`src/include/rfs_map.vh`:
```
`ifndef RFS_MAP_VH
`define RFS_MAP_VH

////////////////////////////////////////////////////////////////////////////////
// clock and debounce times
`define RFS_CLK_MHZ 50
`define RFS_T_FILT_NS 20000
`define RFS_T_PGOK_NS 8000
`define RFS_T_PGBAD_NS 7000
`define RFS_T_OVL_NS 1000000
`define RFS_CYC(ns) ((((ns) * `RFS_CLK_MHZ) + 999) / 1000)
`define RFS_FILT_CYC `RFS_CYC(`RFS_T_FILT_NS)
`define RFS_PGOK_CYC `RFS_CYC(`RFS_T_PGOK_NS)
`define RFS_PGBAD_CYC `RFS_CYC(`RFS_T_PGBAD_NS)
`define RFS_OVL_CYC `RFS_CYC(`RFS_T_OVL_NS)
`define RFS_IMMEDIATE_CYC 1

////////////////////////////////////////////////////////////////////////////////
// device modes
`define RFS_DEV_SHUTDOWN 2'h0
`define RFS_DEV_STANDBY 2'h1
`define RFS_DEV_ACTIVE 2'h2

////////////////////////////////////////////////////////////////////////////////
// regulator sequencing states
`define RFS_REG_OFF 2'h0
`define RFS_REG_START 2'h1
`define RFS_REG_ON 2'h2
`define RFS_REG_STOP 2'h3

////////////////////////////////////////////////////////////////////////////////
// power-good source select field
`define RFS_PGSEL_NONE 2'h0
`define RFS_PGSEL_VOLT 2'h1
`define RFS_PGSEL_CUR_BIT 1

`endif

```
`src/verilog/rfs_debounce.v`:
```
// output follows the input only after the input has differed from it for
// the rise or fall count of consecutive cycles; clr forces low immediately
module rfs_debounce #(
	parameter CW = 17,
	parameter RISE = 1000,
	parameter FALL = 1000
) (
	// clock and reset
	input wire core_clk,
	input wire resetn,
	// condition
	input wire rawIn,
	input wire clr,
	output reg filtOut
);

	// counts are cut to the counter width on purpose; a count above 2**CW would wrap
	localparam [31:0] RISE_END = RISE - 1;
	localparam [31:0] FALL_END = FALL - 1;
	localparam [CW-1:0] RISE_LAST = RISE_END[CW-1:0];
	localparam [CW-1:0] FALL_LAST = FALL_END[CW-1:0];

	reg [CW-1:0] cnt_reg;

	always @(posedge core_clk or negedge resetn) begin
		if (!resetn) begin
			cnt_reg <= {CW{1'b0}};
			filtOut <= 1'b0;
		end else if (clr) begin
			cnt_reg <= {CW{1'b0}};
			filtOut <= 1'b0;
		end else if (rawIn == filtOut) begin
			cnt_reg <= {CW{1'b0}};
		end else if (cnt_reg == (rawIn ? RISE_LAST : FALL_LAST)) begin
			cnt_reg <= {CW{1'b0}};
			filtOut <= rawIn;
		end else begin
			cnt_reg <= cnt_reg + {{(CW-1){1'b0}}, 1'b1};
		end
	end

endmodule

```
`src/verilog/rfs_supervisor.v`:
```
// Contract
// - unmonitored (select 00) or disabled regulator gives active power-good input.
// - monitored input inactive through start-up, active after debounced in-window time.
// - debounced current limit drops input only when current monitoring is selected.
// - debounced excursion outside the voltage window drops the input.
// - voltage change ramp drops input until window holds past debounce again.
// - shutdown delay and ramp-down keep the input active.
// - regulator killed by thermal, overvoltage or short keeps input inactive while pending.
// - 20 us continuous peak current regulation sets limit flag and interrupt.
// - live current-limit status is readable beside the sticky flag.
// - output under 350 mV 1 ms after enable disables regulator as short.
// - feedback under 0.35 V for 1 ms in operation disables as overload.
// - short or overload sets short flag, summary flag, clears running, interrupts.
// - host clears short flag by writing 1; enabled regulator then restarts.
// - thermal warning at selected level sets flag, interrupt, live status; write 1 clears.
// - fault disable floats power stage; discharge only when its enable bit is set.
// - overvoltage disables all, forces GPIO low, flag, interrupt, clears running bits.
// - overvoltage flag holds while active; enabling blocked while live or pending.
// - thermal shutdown disables all, sets flag, interrupts, goes to STANDBY.
// - thermal shutdown flag clears only when cool; enabling blocked meanwhile.
// - undervoltage lockout disables and discharges, SHUTDOWN; STANDBY when supply and reset ok.
// - reset-occurred flag set after SHUTDOWN unless masked; host clears by writing 1.
// - combined power-good active only when every regulator input is active.
// - window select 0 checks undervoltage only, 1 checks both limits.
`include "rfs_map.vh"

module rfs_supervisor #(
	parameter N = 4,
	parameter OVERLOAD_CYCLES = `RFS_OVL_CYC
) (
	// clock and reset
	input wire core_clk,
	input wire resetn,
	// supply, reset pin and software reset
	input wire analogSupplyOk,
	input wire analogSupplyOver,
	input wire chipResetInN,
	input wire softResetReq,
	// die temperature comparators
	input wire tempAboveWarnLow,
	input wire tempAboveWarnHigh,
	input wire tempAboveShutdown,
	input wire thermalWarnThresholdSelect,
	// per regulator comparators
	input wire [N-1:0] currentLimitActive,
	input wire [N-1:0] feedbackBelowShort,
	input wire [N-1:0] outputAboveUv,
	input wire [N-1:0] outputBelowOv,
	// per regulator converter sequencing
	input wire [N-1:0] rampBusy,
	input wire [N-1:0] stopBusy,
	// configuration
	input wire [N-1:0] regEnable,
	input wire [2*N-1:0] pgSourceSelect,
	input wire pgWindowSelect,
	input wire [N-1:0] outputDischargeEnable,
	input wire resetOccurredMask,
	// write-one-to-clear strobes
	input wire [N-1:0] clrCurrentLimit,
	input wire [N-1:0] clrShortCircuit,
	input wire [N-1:0] clrRegSummary,
	input wire clrThermalWarn,
	input wire clrThermalShutdown,
	input wire clrOvervoltage,
	input wire clrResetOccurred,
	// regulator control
	output wire [N-1:0] powerStageEnable,
	output wire [N-1:0] outputDischargeOn,
	output wire [N-1:0] regulatorRunningStatus,
	// per regulator status
	output wire [N-1:0] currentLimitLiveStatus,
	output wire [N-1:0] currentLimitFlag,
	output wire [N-1:0] shortCircuitFlag,
	output wire [N-1:0] regulatorSummaryFlag,
	output wire [N-1:0] pgInput,
	// device status
	output reg powerGoodOutput,
	output reg thermalWarnFlag,
	output wire thermalWarnLiveStatus,
	output reg thermalShutdownFlag,
	output wire thermalShutdownLiveStatus,
	output reg inputOvervoltageFlag,
	output wire inputOvervoltageLiveStatus,
	output reg resetOccurredFlag,
	output reg gpioForceLow,
	output reg interruptRequestN,
	output wire [1:0] deviceMode
);

	localparam SW = 4 * N + 6;

	////////////////////////////////////////////////////////////////////////////
	// two-flop synchronisers for every comparator and pin

	wire [SW-1:0] pinRaw;
	reg [SW-1:0] syncA_reg;
	reg [SW-1:0] syncB_reg;

	assign pinRaw = {tempAboveShutdown, tempAboveWarnHigh, tempAboveWarnLow,
		chipResetInN, analogSupplyOver, analogSupplyOk,
		outputBelowOv, outputAboveUv, feedbackBelowShort, currentLimitActive};

	always @(posedge core_clk or negedge resetn) begin
		if (!resetn) begin
			syncA_reg <= {SW{1'b0}};
			syncB_reg <= {SW{1'b0}};
		end else begin
			syncA_reg <= pinRaw;
			syncB_reg <= syncA_reg;
		end
	end

	wire [N-1:0] ilimS = syncB_reg[N-1:0];
	wire [N-1:0] fbLowS = syncB_reg[2*N-1:N];
	wire [N-1:0] uvOkS = syncB_reg[3*N-1:2*N];
	wire [N-1:0] ovOkS = syncB_reg[4*N-1:3*N];
	wire supOkS = syncB_reg[4*N];
	wire ovpS = syncB_reg[4*N+1];
	wire nrstS = syncB_reg[4*N+2];
	wire warnLoS = syncB_reg[4*N+3];
	wire warnHiS = syncB_reg[4*N+4];
	wire tsdS = syncB_reg[4*N+5];

	////////////////////////////////////////////////////////////////////////////
	// device-level filters

	reg [1:0] devState_reg;
	reg [1:0] devState_next;
	wire devShut = (devState_reg == `RFS_DEV_SHUTDOWN);
	wire supFilt;
	wire warnRaw = thermalWarnThresholdSelect ? warnHiS : warnLoS;

	// rising supply is filtered, a falling one acts at once
	rfs_debounce #(.RISE(`RFS_FILT_CYC), .FALL(`RFS_IMMEDIATE_CYC)) u_supply (
		.core_clk(core_clk),
		.resetn(resetn),
		.rawIn(supOkS),
		.clr(1'b0),
		.filtOut(supFilt)
	);

	// overvoltage is only watched in standby and active
	rfs_debounce #(.RISE(`RFS_FILT_CYC), .FALL(`RFS_FILT_CYC)) u_ovp (
		.core_clk(core_clk),
		.resetn(resetn),
		.rawIn(ovpS),
		.clr(devShut),
		.filtOut(inputOvervoltageLiveStatus)
	);

	rfs_debounce #(.RISE(`RFS_FILT_CYC), .FALL(`RFS_FILT_CYC)) u_warn (
		.core_clk(core_clk),
		.resetn(resetn),
		.rawIn(warnRaw),
		.clr(devShut),
		.filtOut(thermalWarnLiveStatus)
	);

	rfs_debounce #(.RISE(`RFS_FILT_CYC), .FALL(`RFS_FILT_CYC)) u_tsd (
		.core_clk(core_clk),
		.resetn(resetn),
		.rawIn(tsdS),
		.clr(devShut),
		.filtOut(thermalShutdownLiveStatus)
	);

	wire supplyOk = supFilt & supOkS;
	wire devShutReq = ~supplyOk | ~nrstS | softResetReq;
	wire ovpLive = inputOvervoltageLiveStatus;
	wire tsdLive = thermalShutdownLiveStatus;
	wire [N-1:0] regOn;

	////////////////////////////////////////////////////////////////////////////
	// device mode machine

	always @* begin
		devState_next = devState_reg;
		case (devState_reg)
			`RFS_DEV_SHUTDOWN: begin
				if (!devShutReq)
					devState_next = `RFS_DEV_STANDBY;
			end
			`RFS_DEV_STANDBY: begin
				if (devShutReq)
					devState_next = `RFS_DEV_SHUTDOWN;
				else if (|regOn)
					devState_next = `RFS_DEV_ACTIVE;
			end
			`RFS_DEV_ACTIVE: begin
				if (devShutReq)
					devState_next = `RFS_DEV_SHUTDOWN;
				else if (~|regOn)
					devState_next = `RFS_DEV_STANDBY;
			end
			default: begin
				devState_next = `RFS_DEV_SHUTDOWN;
			end
		endcase
	end

	assign deviceMode = devState_reg;

	wire resetSet = devShut & ~devShutReq & ~resetOccurredMask;

	// the live level re-sets each flag every cycle, so a write of one cannot
	// clear it while the condition lasts; in shutdown all but the reset flag return to default
	always @(posedge core_clk or negedge resetn) begin
		if (!resetn) begin
			devState_reg <= `RFS_DEV_SHUTDOWN;
			inputOvervoltageFlag <= 1'b0;
			thermalShutdownFlag <= 1'b0;
			thermalWarnFlag <= 1'b0;
			resetOccurredFlag <= 1'b0;
		end else begin
			devState_reg <= devState_next;
			resetOccurredFlag <= resetSet | (resetOccurredFlag & ~clrResetOccurred);
			if (devShut) begin
				inputOvervoltageFlag <= 1'b0;
				thermalShutdownFlag <= 1'b0;
				thermalWarnFlag <= 1'b0;
			end else begin
				inputOvervoltageFlag <= ovpLive | (inputOvervoltageFlag & ~clrOvervoltage);
				thermalShutdownFlag <= tsdLive | (thermalShutdownFlag & ~clrThermalShutdown);
				thermalWarnFlag <= thermalWarnLiveStatus | (thermalWarnFlag & ~clrThermalWarn);
			end
		end
	end

	wire globalBlock = ovpLive | inputOvervoltageFlag | tsdLive | thermalShutdownFlag | devShut;
	wire globalKill = ovpLive | tsdLive | devShut;

	////////////////////////////////////////////////////////////////////////////
	// per regulator sequencing, protection and power-good

	genvar i;
	generate
		for (i = 0; i < N; i = i + 1) begin : g_reg
			reg [1:0] st_reg;
			reg [1:0] st_next;
			reg faultOff_reg;
			reg ilimFlag_reg;
			reg scFlag_reg;
			reg sumFlag_reg;
			reg pg_reg;
			reg pg_next;
			wire ilimLive;
			wire ovlTrip;
			wire winOk;
			wire [1:0] sel = pgSourceSelect[2*i+1:2*i];
			wire winRaw = uvOkS[i] & (pgWindowSelect ? ovOkS[i] : 1'b1);
			wire block = globalBlock | scFlag_reg;
			wire kill = globalKill | ovlTrip;
			wire ilimRise = ilimLive & ~ilimFlag_reg;

			rfs_debounce #(.RISE(`RFS_FILT_CYC), .FALL(`RFS_FILT_CYC)) u_ilim (
				.core_clk(core_clk),
				.resetn(resetn),
				.rawIn(ilimS[i]),
				.clr(devShut),
				.filtOut(ilimLive)
			);

			// one timer covers the start-up check and the running overload:
			// feedback held low for the whole interval since enable or since dip
			rfs_debounce #(.RISE(OVERLOAD_CYCLES), .FALL(`RFS_FILT_CYC)) u_ovl (
				.core_clk(core_clk),
				.resetn(resetn),
				.rawIn(fbLowS[i]),
				.clr(st_reg == `RFS_REG_OFF),
				.filtOut(ovlTrip)
			);

			// cleared outside steady operation so each ramp needs a fresh window
			rfs_debounce #(.RISE(`RFS_PGOK_CYC), .FALL(`RFS_PGBAD_CYC)) u_win (
				.core_clk(core_clk),
				.resetn(resetn),
				.rawIn(winRaw),
				.clr(st_reg != `RFS_REG_ON),
				.filtOut(winOk)
			);

			always @* begin
				st_next = st_reg;
				case (st_reg)
					`RFS_REG_OFF: begin
						if (regEnable[i] & ~block)
							st_next = `RFS_REG_START;
					end
					`RFS_REG_START: begin
						if (kill)
							st_next = `RFS_REG_OFF;
						else if (!rampBusy[i])
							st_next = `RFS_REG_ON;
					end
					`RFS_REG_ON: begin
						if (kill)
							st_next = `RFS_REG_OFF;
						else if (!regEnable[i])
							st_next = `RFS_REG_STOP;
						else if (rampBusy[i])
							st_next = `RFS_REG_START;
					end
					default: begin
						if (kill)
							st_next = `RFS_REG_OFF;
						else if (regEnable[i])
							st_next = `RFS_REG_START;
						else if (!stopBusy[i])
							st_next = `RFS_REG_OFF;
					end
				endcase
			end

			always @* begin
				pg_next = 1'b1;
				if (sel == `RFS_PGSEL_NONE)
					pg_next = 1'b1;
				else if (faultOff_reg & (scFlag_reg | inputOvervoltageFlag | thermalShutdownFlag))
					pg_next = 1'b0;
				else begin
					case (st_reg)
						`RFS_REG_OFF: pg_next = 1'b1;
						`RFS_REG_START: pg_next = 1'b0;
						`RFS_REG_ON: pg_next = winOk & ~(sel[`RFS_PGSEL_CUR_BIT] & ilimLive);
						default: pg_next = 1'b1;
					endcase
				end
			end

			always @(posedge core_clk or negedge resetn) begin
				if (!resetn) begin
					st_reg <= `RFS_REG_OFF;
					faultOff_reg <= 1'b0;
					ilimFlag_reg <= 1'b0;
					scFlag_reg <= 1'b0;
					sumFlag_reg <= 1'b0;
					pg_reg <= 1'b1;
				end else begin
					st_reg <= st_next;
					pg_reg <= pg_next;
					if ((st_reg != `RFS_REG_OFF) & kill)
						faultOff_reg <= 1'b1;
					else if (st_next != `RFS_REG_OFF)
						faultOff_reg <= 1'b0;
					if (devShut) begin
						ilimFlag_reg <= 1'b0;
						scFlag_reg <= 1'b0;
						sumFlag_reg <= 1'b0;
					end else begin
						ilimFlag_reg <= ilimLive | (ilimFlag_reg & ~clrCurrentLimit[i]);
						scFlag_reg <= ovlTrip | (scFlag_reg & ~clrShortCircuit[i]);
						sumFlag_reg <= ilimRise | ovlTrip | (sumFlag_reg & ~clrRegSummary[i]);
					end
				end
			end

			assign regOn[i] = (st_reg != `RFS_REG_OFF);
			assign powerStageEnable[i] = regOn[i];
			assign regulatorRunningStatus[i] = regOn[i];
			// lockout discharges regardless of the enable bit
			assign outputDischargeOn[i] = devShut | (faultOff_reg & outputDischargeEnable[i]);
			assign currentLimitLiveStatus[i] = ilimLive;
			assign currentLimitFlag[i] = ilimFlag_reg;
			assign shortCircuitFlag[i] = scFlag_reg;
			assign regulatorSummaryFlag[i] = sumFlag_reg;
			assign pgInput[i] = pg_reg;
		end
	endgenerate

	////////////////////////////////////////////////////////////////////////////
	// combined outputs

	wire anyFlag = (|currentLimitFlag) | (|shortCircuitFlag) | thermalWarnFlag |
		thermalShutdownFlag | inputOvervoltageFlag | resetOccurredFlag;

	always @(posedge core_clk or negedge resetn) begin
		if (!resetn) begin
			powerGoodOutput <= 1'b0;
			interruptRequestN <= 1'b1;
			gpioForceLow <= 1'b0;
		end else begin
			powerGoodOutput <= &pgInput;
			interruptRequestN <= ~anyFlag;
			gpioForceLow <= inputOvervoltageFlag | thermalShutdownFlag;
		end
	end

endmodule
```
`config.mk`:
```
export PLATFORM = sky130hd
export DESIGN_NAME = rfs_supervisor
export DESIGN_NICKNAME = d
export VERILOG_FILES = /design/src/verilog/rfs_debounce.v /design/src/verilog/rfs_supervisor.v
export VERILOG_INCLUDE_DIRS = /design/src /design/src/include
export SDC_FILE = /design/constraint.sdc
export NUM_CORES = 1
export LEC_CHECK = 0
export ABC_AREA = 1
export BUFFER_PORTS_ARGS = -buffer_cell sky130_fd_sc_hd__buf_2
export CAP_MARGIN = 20
export CORE_UTILIZATION = 31
export CTS_CLUSTER_SIZE = 28
export DETAILED_ROUTE_END_ITERATION = 10
export GPL_ROUTABILITY_DRIVEN = 0
export PLACE_DENSITY = 0.49
export RECOVER_POWER = 25
export SYNTH_ARGS = -nofsm -noshare
export SYNTH_HDL_FRONTEND = slang
export SYNTH_SLANG_ARGS = --single-unit
```
`constraint.sdc`:
```
create_clock -name core_clk -period 1.65 [get_ports core_clk]
set_input_delay 0.165 -clock core_clk [delete_from_list [all_inputs] [get_ports core_clk]]
set_output_delay 0.165 -clock core_clk [all_outputs]
set_load 0.02 [all_outputs]
```
==> impl_metrics.tcl <==
set metrics [dict create \
    status "completed" \
    crit_family "flip-flops" \
    drive_gt1_frac 0.148 \
    relSlewSlack 0.123 \
    max-cap-violations 0 \
    crit_slowest_cell "dfrtp_1" \
    vdd_ir_drop_max_v 0.000654 \
    area_delta_synth_final_pct 24.6 \
    final_cell_area_mm2 0.0237 \
    finalNonFillerCells 3497 \
    hp-class "in2reg" \
    required_ns 1.48 \
    hold_ws_ns 0.0562 \
    clock_skew_ns 0.0288 \
    syn_nets 2499 \
    hold_path_depth 5 \
    cts_htree_levels 2 \
    reg2reg_slack_ns 0.07 \
    multi_input_area_mm2 0.00866 \
    endpoint_kind "output pin" \
    start_kind "flip-flop" \
    fp.dieW_um 250 \
    root_buffer "clkbuf_16" \
    n_antenna_cell 0 \
    grt_pass1_wl_mm 80.7 \
    avgSynthCellArea_um2 7.87 \
    r2r-end "g_reg[3].faultOff_reg$_DFFE_PN0P_" \
    crit_fanout 6 \
    ff_latch_area_mm2 0.00925 \
    fillers 6177 \
    postLayoutCoreUtil 0.391 \
    final_common_cell "nor2_1" \
    cts_buffer_depth 3 \
    drv_slew 0 \
    ys_ff_latch 369 \
    min_period_over_period 0.980 \
    path_cells "inv_2 -> nand2_4 -> buf_8 -> nand2_4 -> buf_6" \
    finalHoldViolCount 0 \
    path_clk_slew_ns 0.06 \
    grt_max_degree 46 \
    core_area_mm2 0.0605 \
    initial_core_util 0.314 \
    portBuffers 111 \
    hp-start "softResetReq" \
    drc_errors 0 \
    first_global_vias 15861 \
    numCtsBuffers 45 \
    grt_usage 0.159 \
    slowest_delay_ns 0.39 \
    cp_data_arrival_time_ns 1.45 \
    die-area_mm2 0.0623 \
    grt_overflow 0 \
    worst_pin_slew_ns 1.32 \
    num_vias 16194 \
    min_to "deviceMode[1]$_DFFE_PN0P_" \
    cts_tree "yes" \
    path_class "reg2out" \
    drtIter0Drc 841 \
    path_buf_inv 3 \
    rsz0062_at_grt "yes" \
    fin_crit_ns 1.62 \
    design.portCount 112 \
    finalSetupViolations 0 \
    antenna_found_initial 1 \
    drtPass1Iterations 5 \
    synth_top_area_cell "dfrtp_1" \
    final_cell_mix "nor2_1, nand2_1, dfrtp_1" \
    cts.sinks 369 \
    std_cell_rows 90 \
    yosys-top-cells-area "dfrtp_1, nor2_1, nand2_1" \
    place_area_mm2 0.0209 \
    rr_worst_depth 10 \
    hpwlAfterDp_mm 35.0 \
    power_density_mw_per_mm2 923 \
    postRouteAntennaNets 0 \
    clock_latency_ns 0.58 \
    synth_top_area_frac 0.479 \
    wl_per_cell_um 14.0 \
    ys_seq_area_frac 0.486 \
    netlist_area_mm2 0.0190 \
    drt_wl_total_mm 49.0 \
    netlist_instances 2414 \
    synth_warnings 0 \
    die_y_um 250 \
    via_per_inst 4.63 \
    p_leak_nw 10.2 \
    cpMostUsedCell "nand2_4" \
    dpl.cell_count 3328 \
    fmax_ghz 0.618 \
    finish.net_count 2765 \
    timing.rr.start "deviceMode[0]$_DFFE_PN0P_" \
    synth_cell_types 38 \
]
==> cell families after synthesis <==
kind of cell / count (synthesis) / synth area share
compound gates: 148 / 0.0427
simple gates: 1391 / 0.318
flops: 369 / 0.486
fa+ha+maj: 17 / 0.0112
xor+xnor: 138 / 0.0644
buf+inv: 351 / 0.0777
==> Yosys cell counts (all sizes together) <==
library cell,instances
clkbuf,3
o32ai,1
o22ai,9
o211ai,1
xnor2,21
a32o,1
dfrtp,364
nand3,170
nand3b,3
buf,42
a211oi,1
or2,1
ha,17
o21bai,12
a21oi,32
nor2,554
nand2,486
inv,306
nor3b,6
o21ai,85
dfstp,5
a31oi,6
nand4,81
nor3,90
xor2,117
==> where the power goes <==
part	switching (mW)	internal, mW	total (mW)
registers	0.154	9.24	9.40
clock network	4.06	6.79	10.9
logic	0.986	0.606	1.59
==> routing by layer <==
layer / GRT usage / wire, µm
met1: 0.220 / 23700
met3: 0.0285 / 2090
met4: 0.0481 / 1300
met2: 0.252 / 21900
met5: 0 / 10
==> through the flow <==
| step | setup WS [ns] | setup TNS [ns] | power, mW |
|---|---|---|---|
| CTS | 0.00638 | 0 | 22.2 |
| global placement | 0.0799 | 0 | 10.9 |
| floorplan | 0.225 | 0 | 10.1 |
| global route | -0.0209 | -0.164 | 22.8 |
| finish | 0.0332 | 0 | 21.8 |
| detailed placement | 0.0454 | 0 | 10.9 |
==> layout make-up <==
type | count | share of cell area
tap | 782 | 0.0413
multi-input combinational | 1700 | 0.366
clock inverter | 18 | 0.0126
sequential | 369 | 0.391
clock buffer | 64 | 0.0570
timing repair buffer | 258 | 0.0838
inverter | 306 | 0.0487
==> how the worst max path moves through the flow <==
stage                                              startpoint                                    to  slack (ns)  cells past startpoint
final                               deviceMode[0]$_DFFE_PN0P_                  outputDischargeOn[1]        0.03                      5
after detailed placement  g_reg[3].u_ovl.cnt_reg[0]$_DFF_PN0_   g_reg[3].u_ovl.cnt_reg[8]$_DFF_PN0_        0.05                      8
after global routing                deviceMode[0]$_DFFE_PN0P_                  outputDischargeOn[3]       -0.02                      5
after CTS                           deviceMode[1]$_DFFE_PN0P_                  outputDischargeOn[3]       0.006                      5
after floorplan           g_reg[0].u_ovl.cnt_reg[0]$_DFF_PN0_   g_reg[0].u_ovl.cnt_reg[8]$_DFF_PN0_        0.22                      9
after global placement    g_reg[1].u_ovl.cnt_reg[0]$_DFF_PN0_  g_reg[1].u_ovl.cnt_reg[16]$_DFF_PN0_        0.08                      8
==> repair_timing <==
action / 4_1_cts / 5_1_grt
resized for setup: 17 / 85
pin swaps: 1 / 17
gates cloned: 1 / 6
endpoints found under the hold margin: 418 / 0
setup buffers: 8 / 11
setup endpoints to repair: 13 / 171
hold buffers: 62 / 0
==> tightest hold or removal path, cell delays in order <==
cell and delay [ns]:
buf_2 0.08, nor2_1 0.05, buf_4 0.15, nand2_1 0.06, a211oi_1 0.06
(Power assumes the default switching activity.)
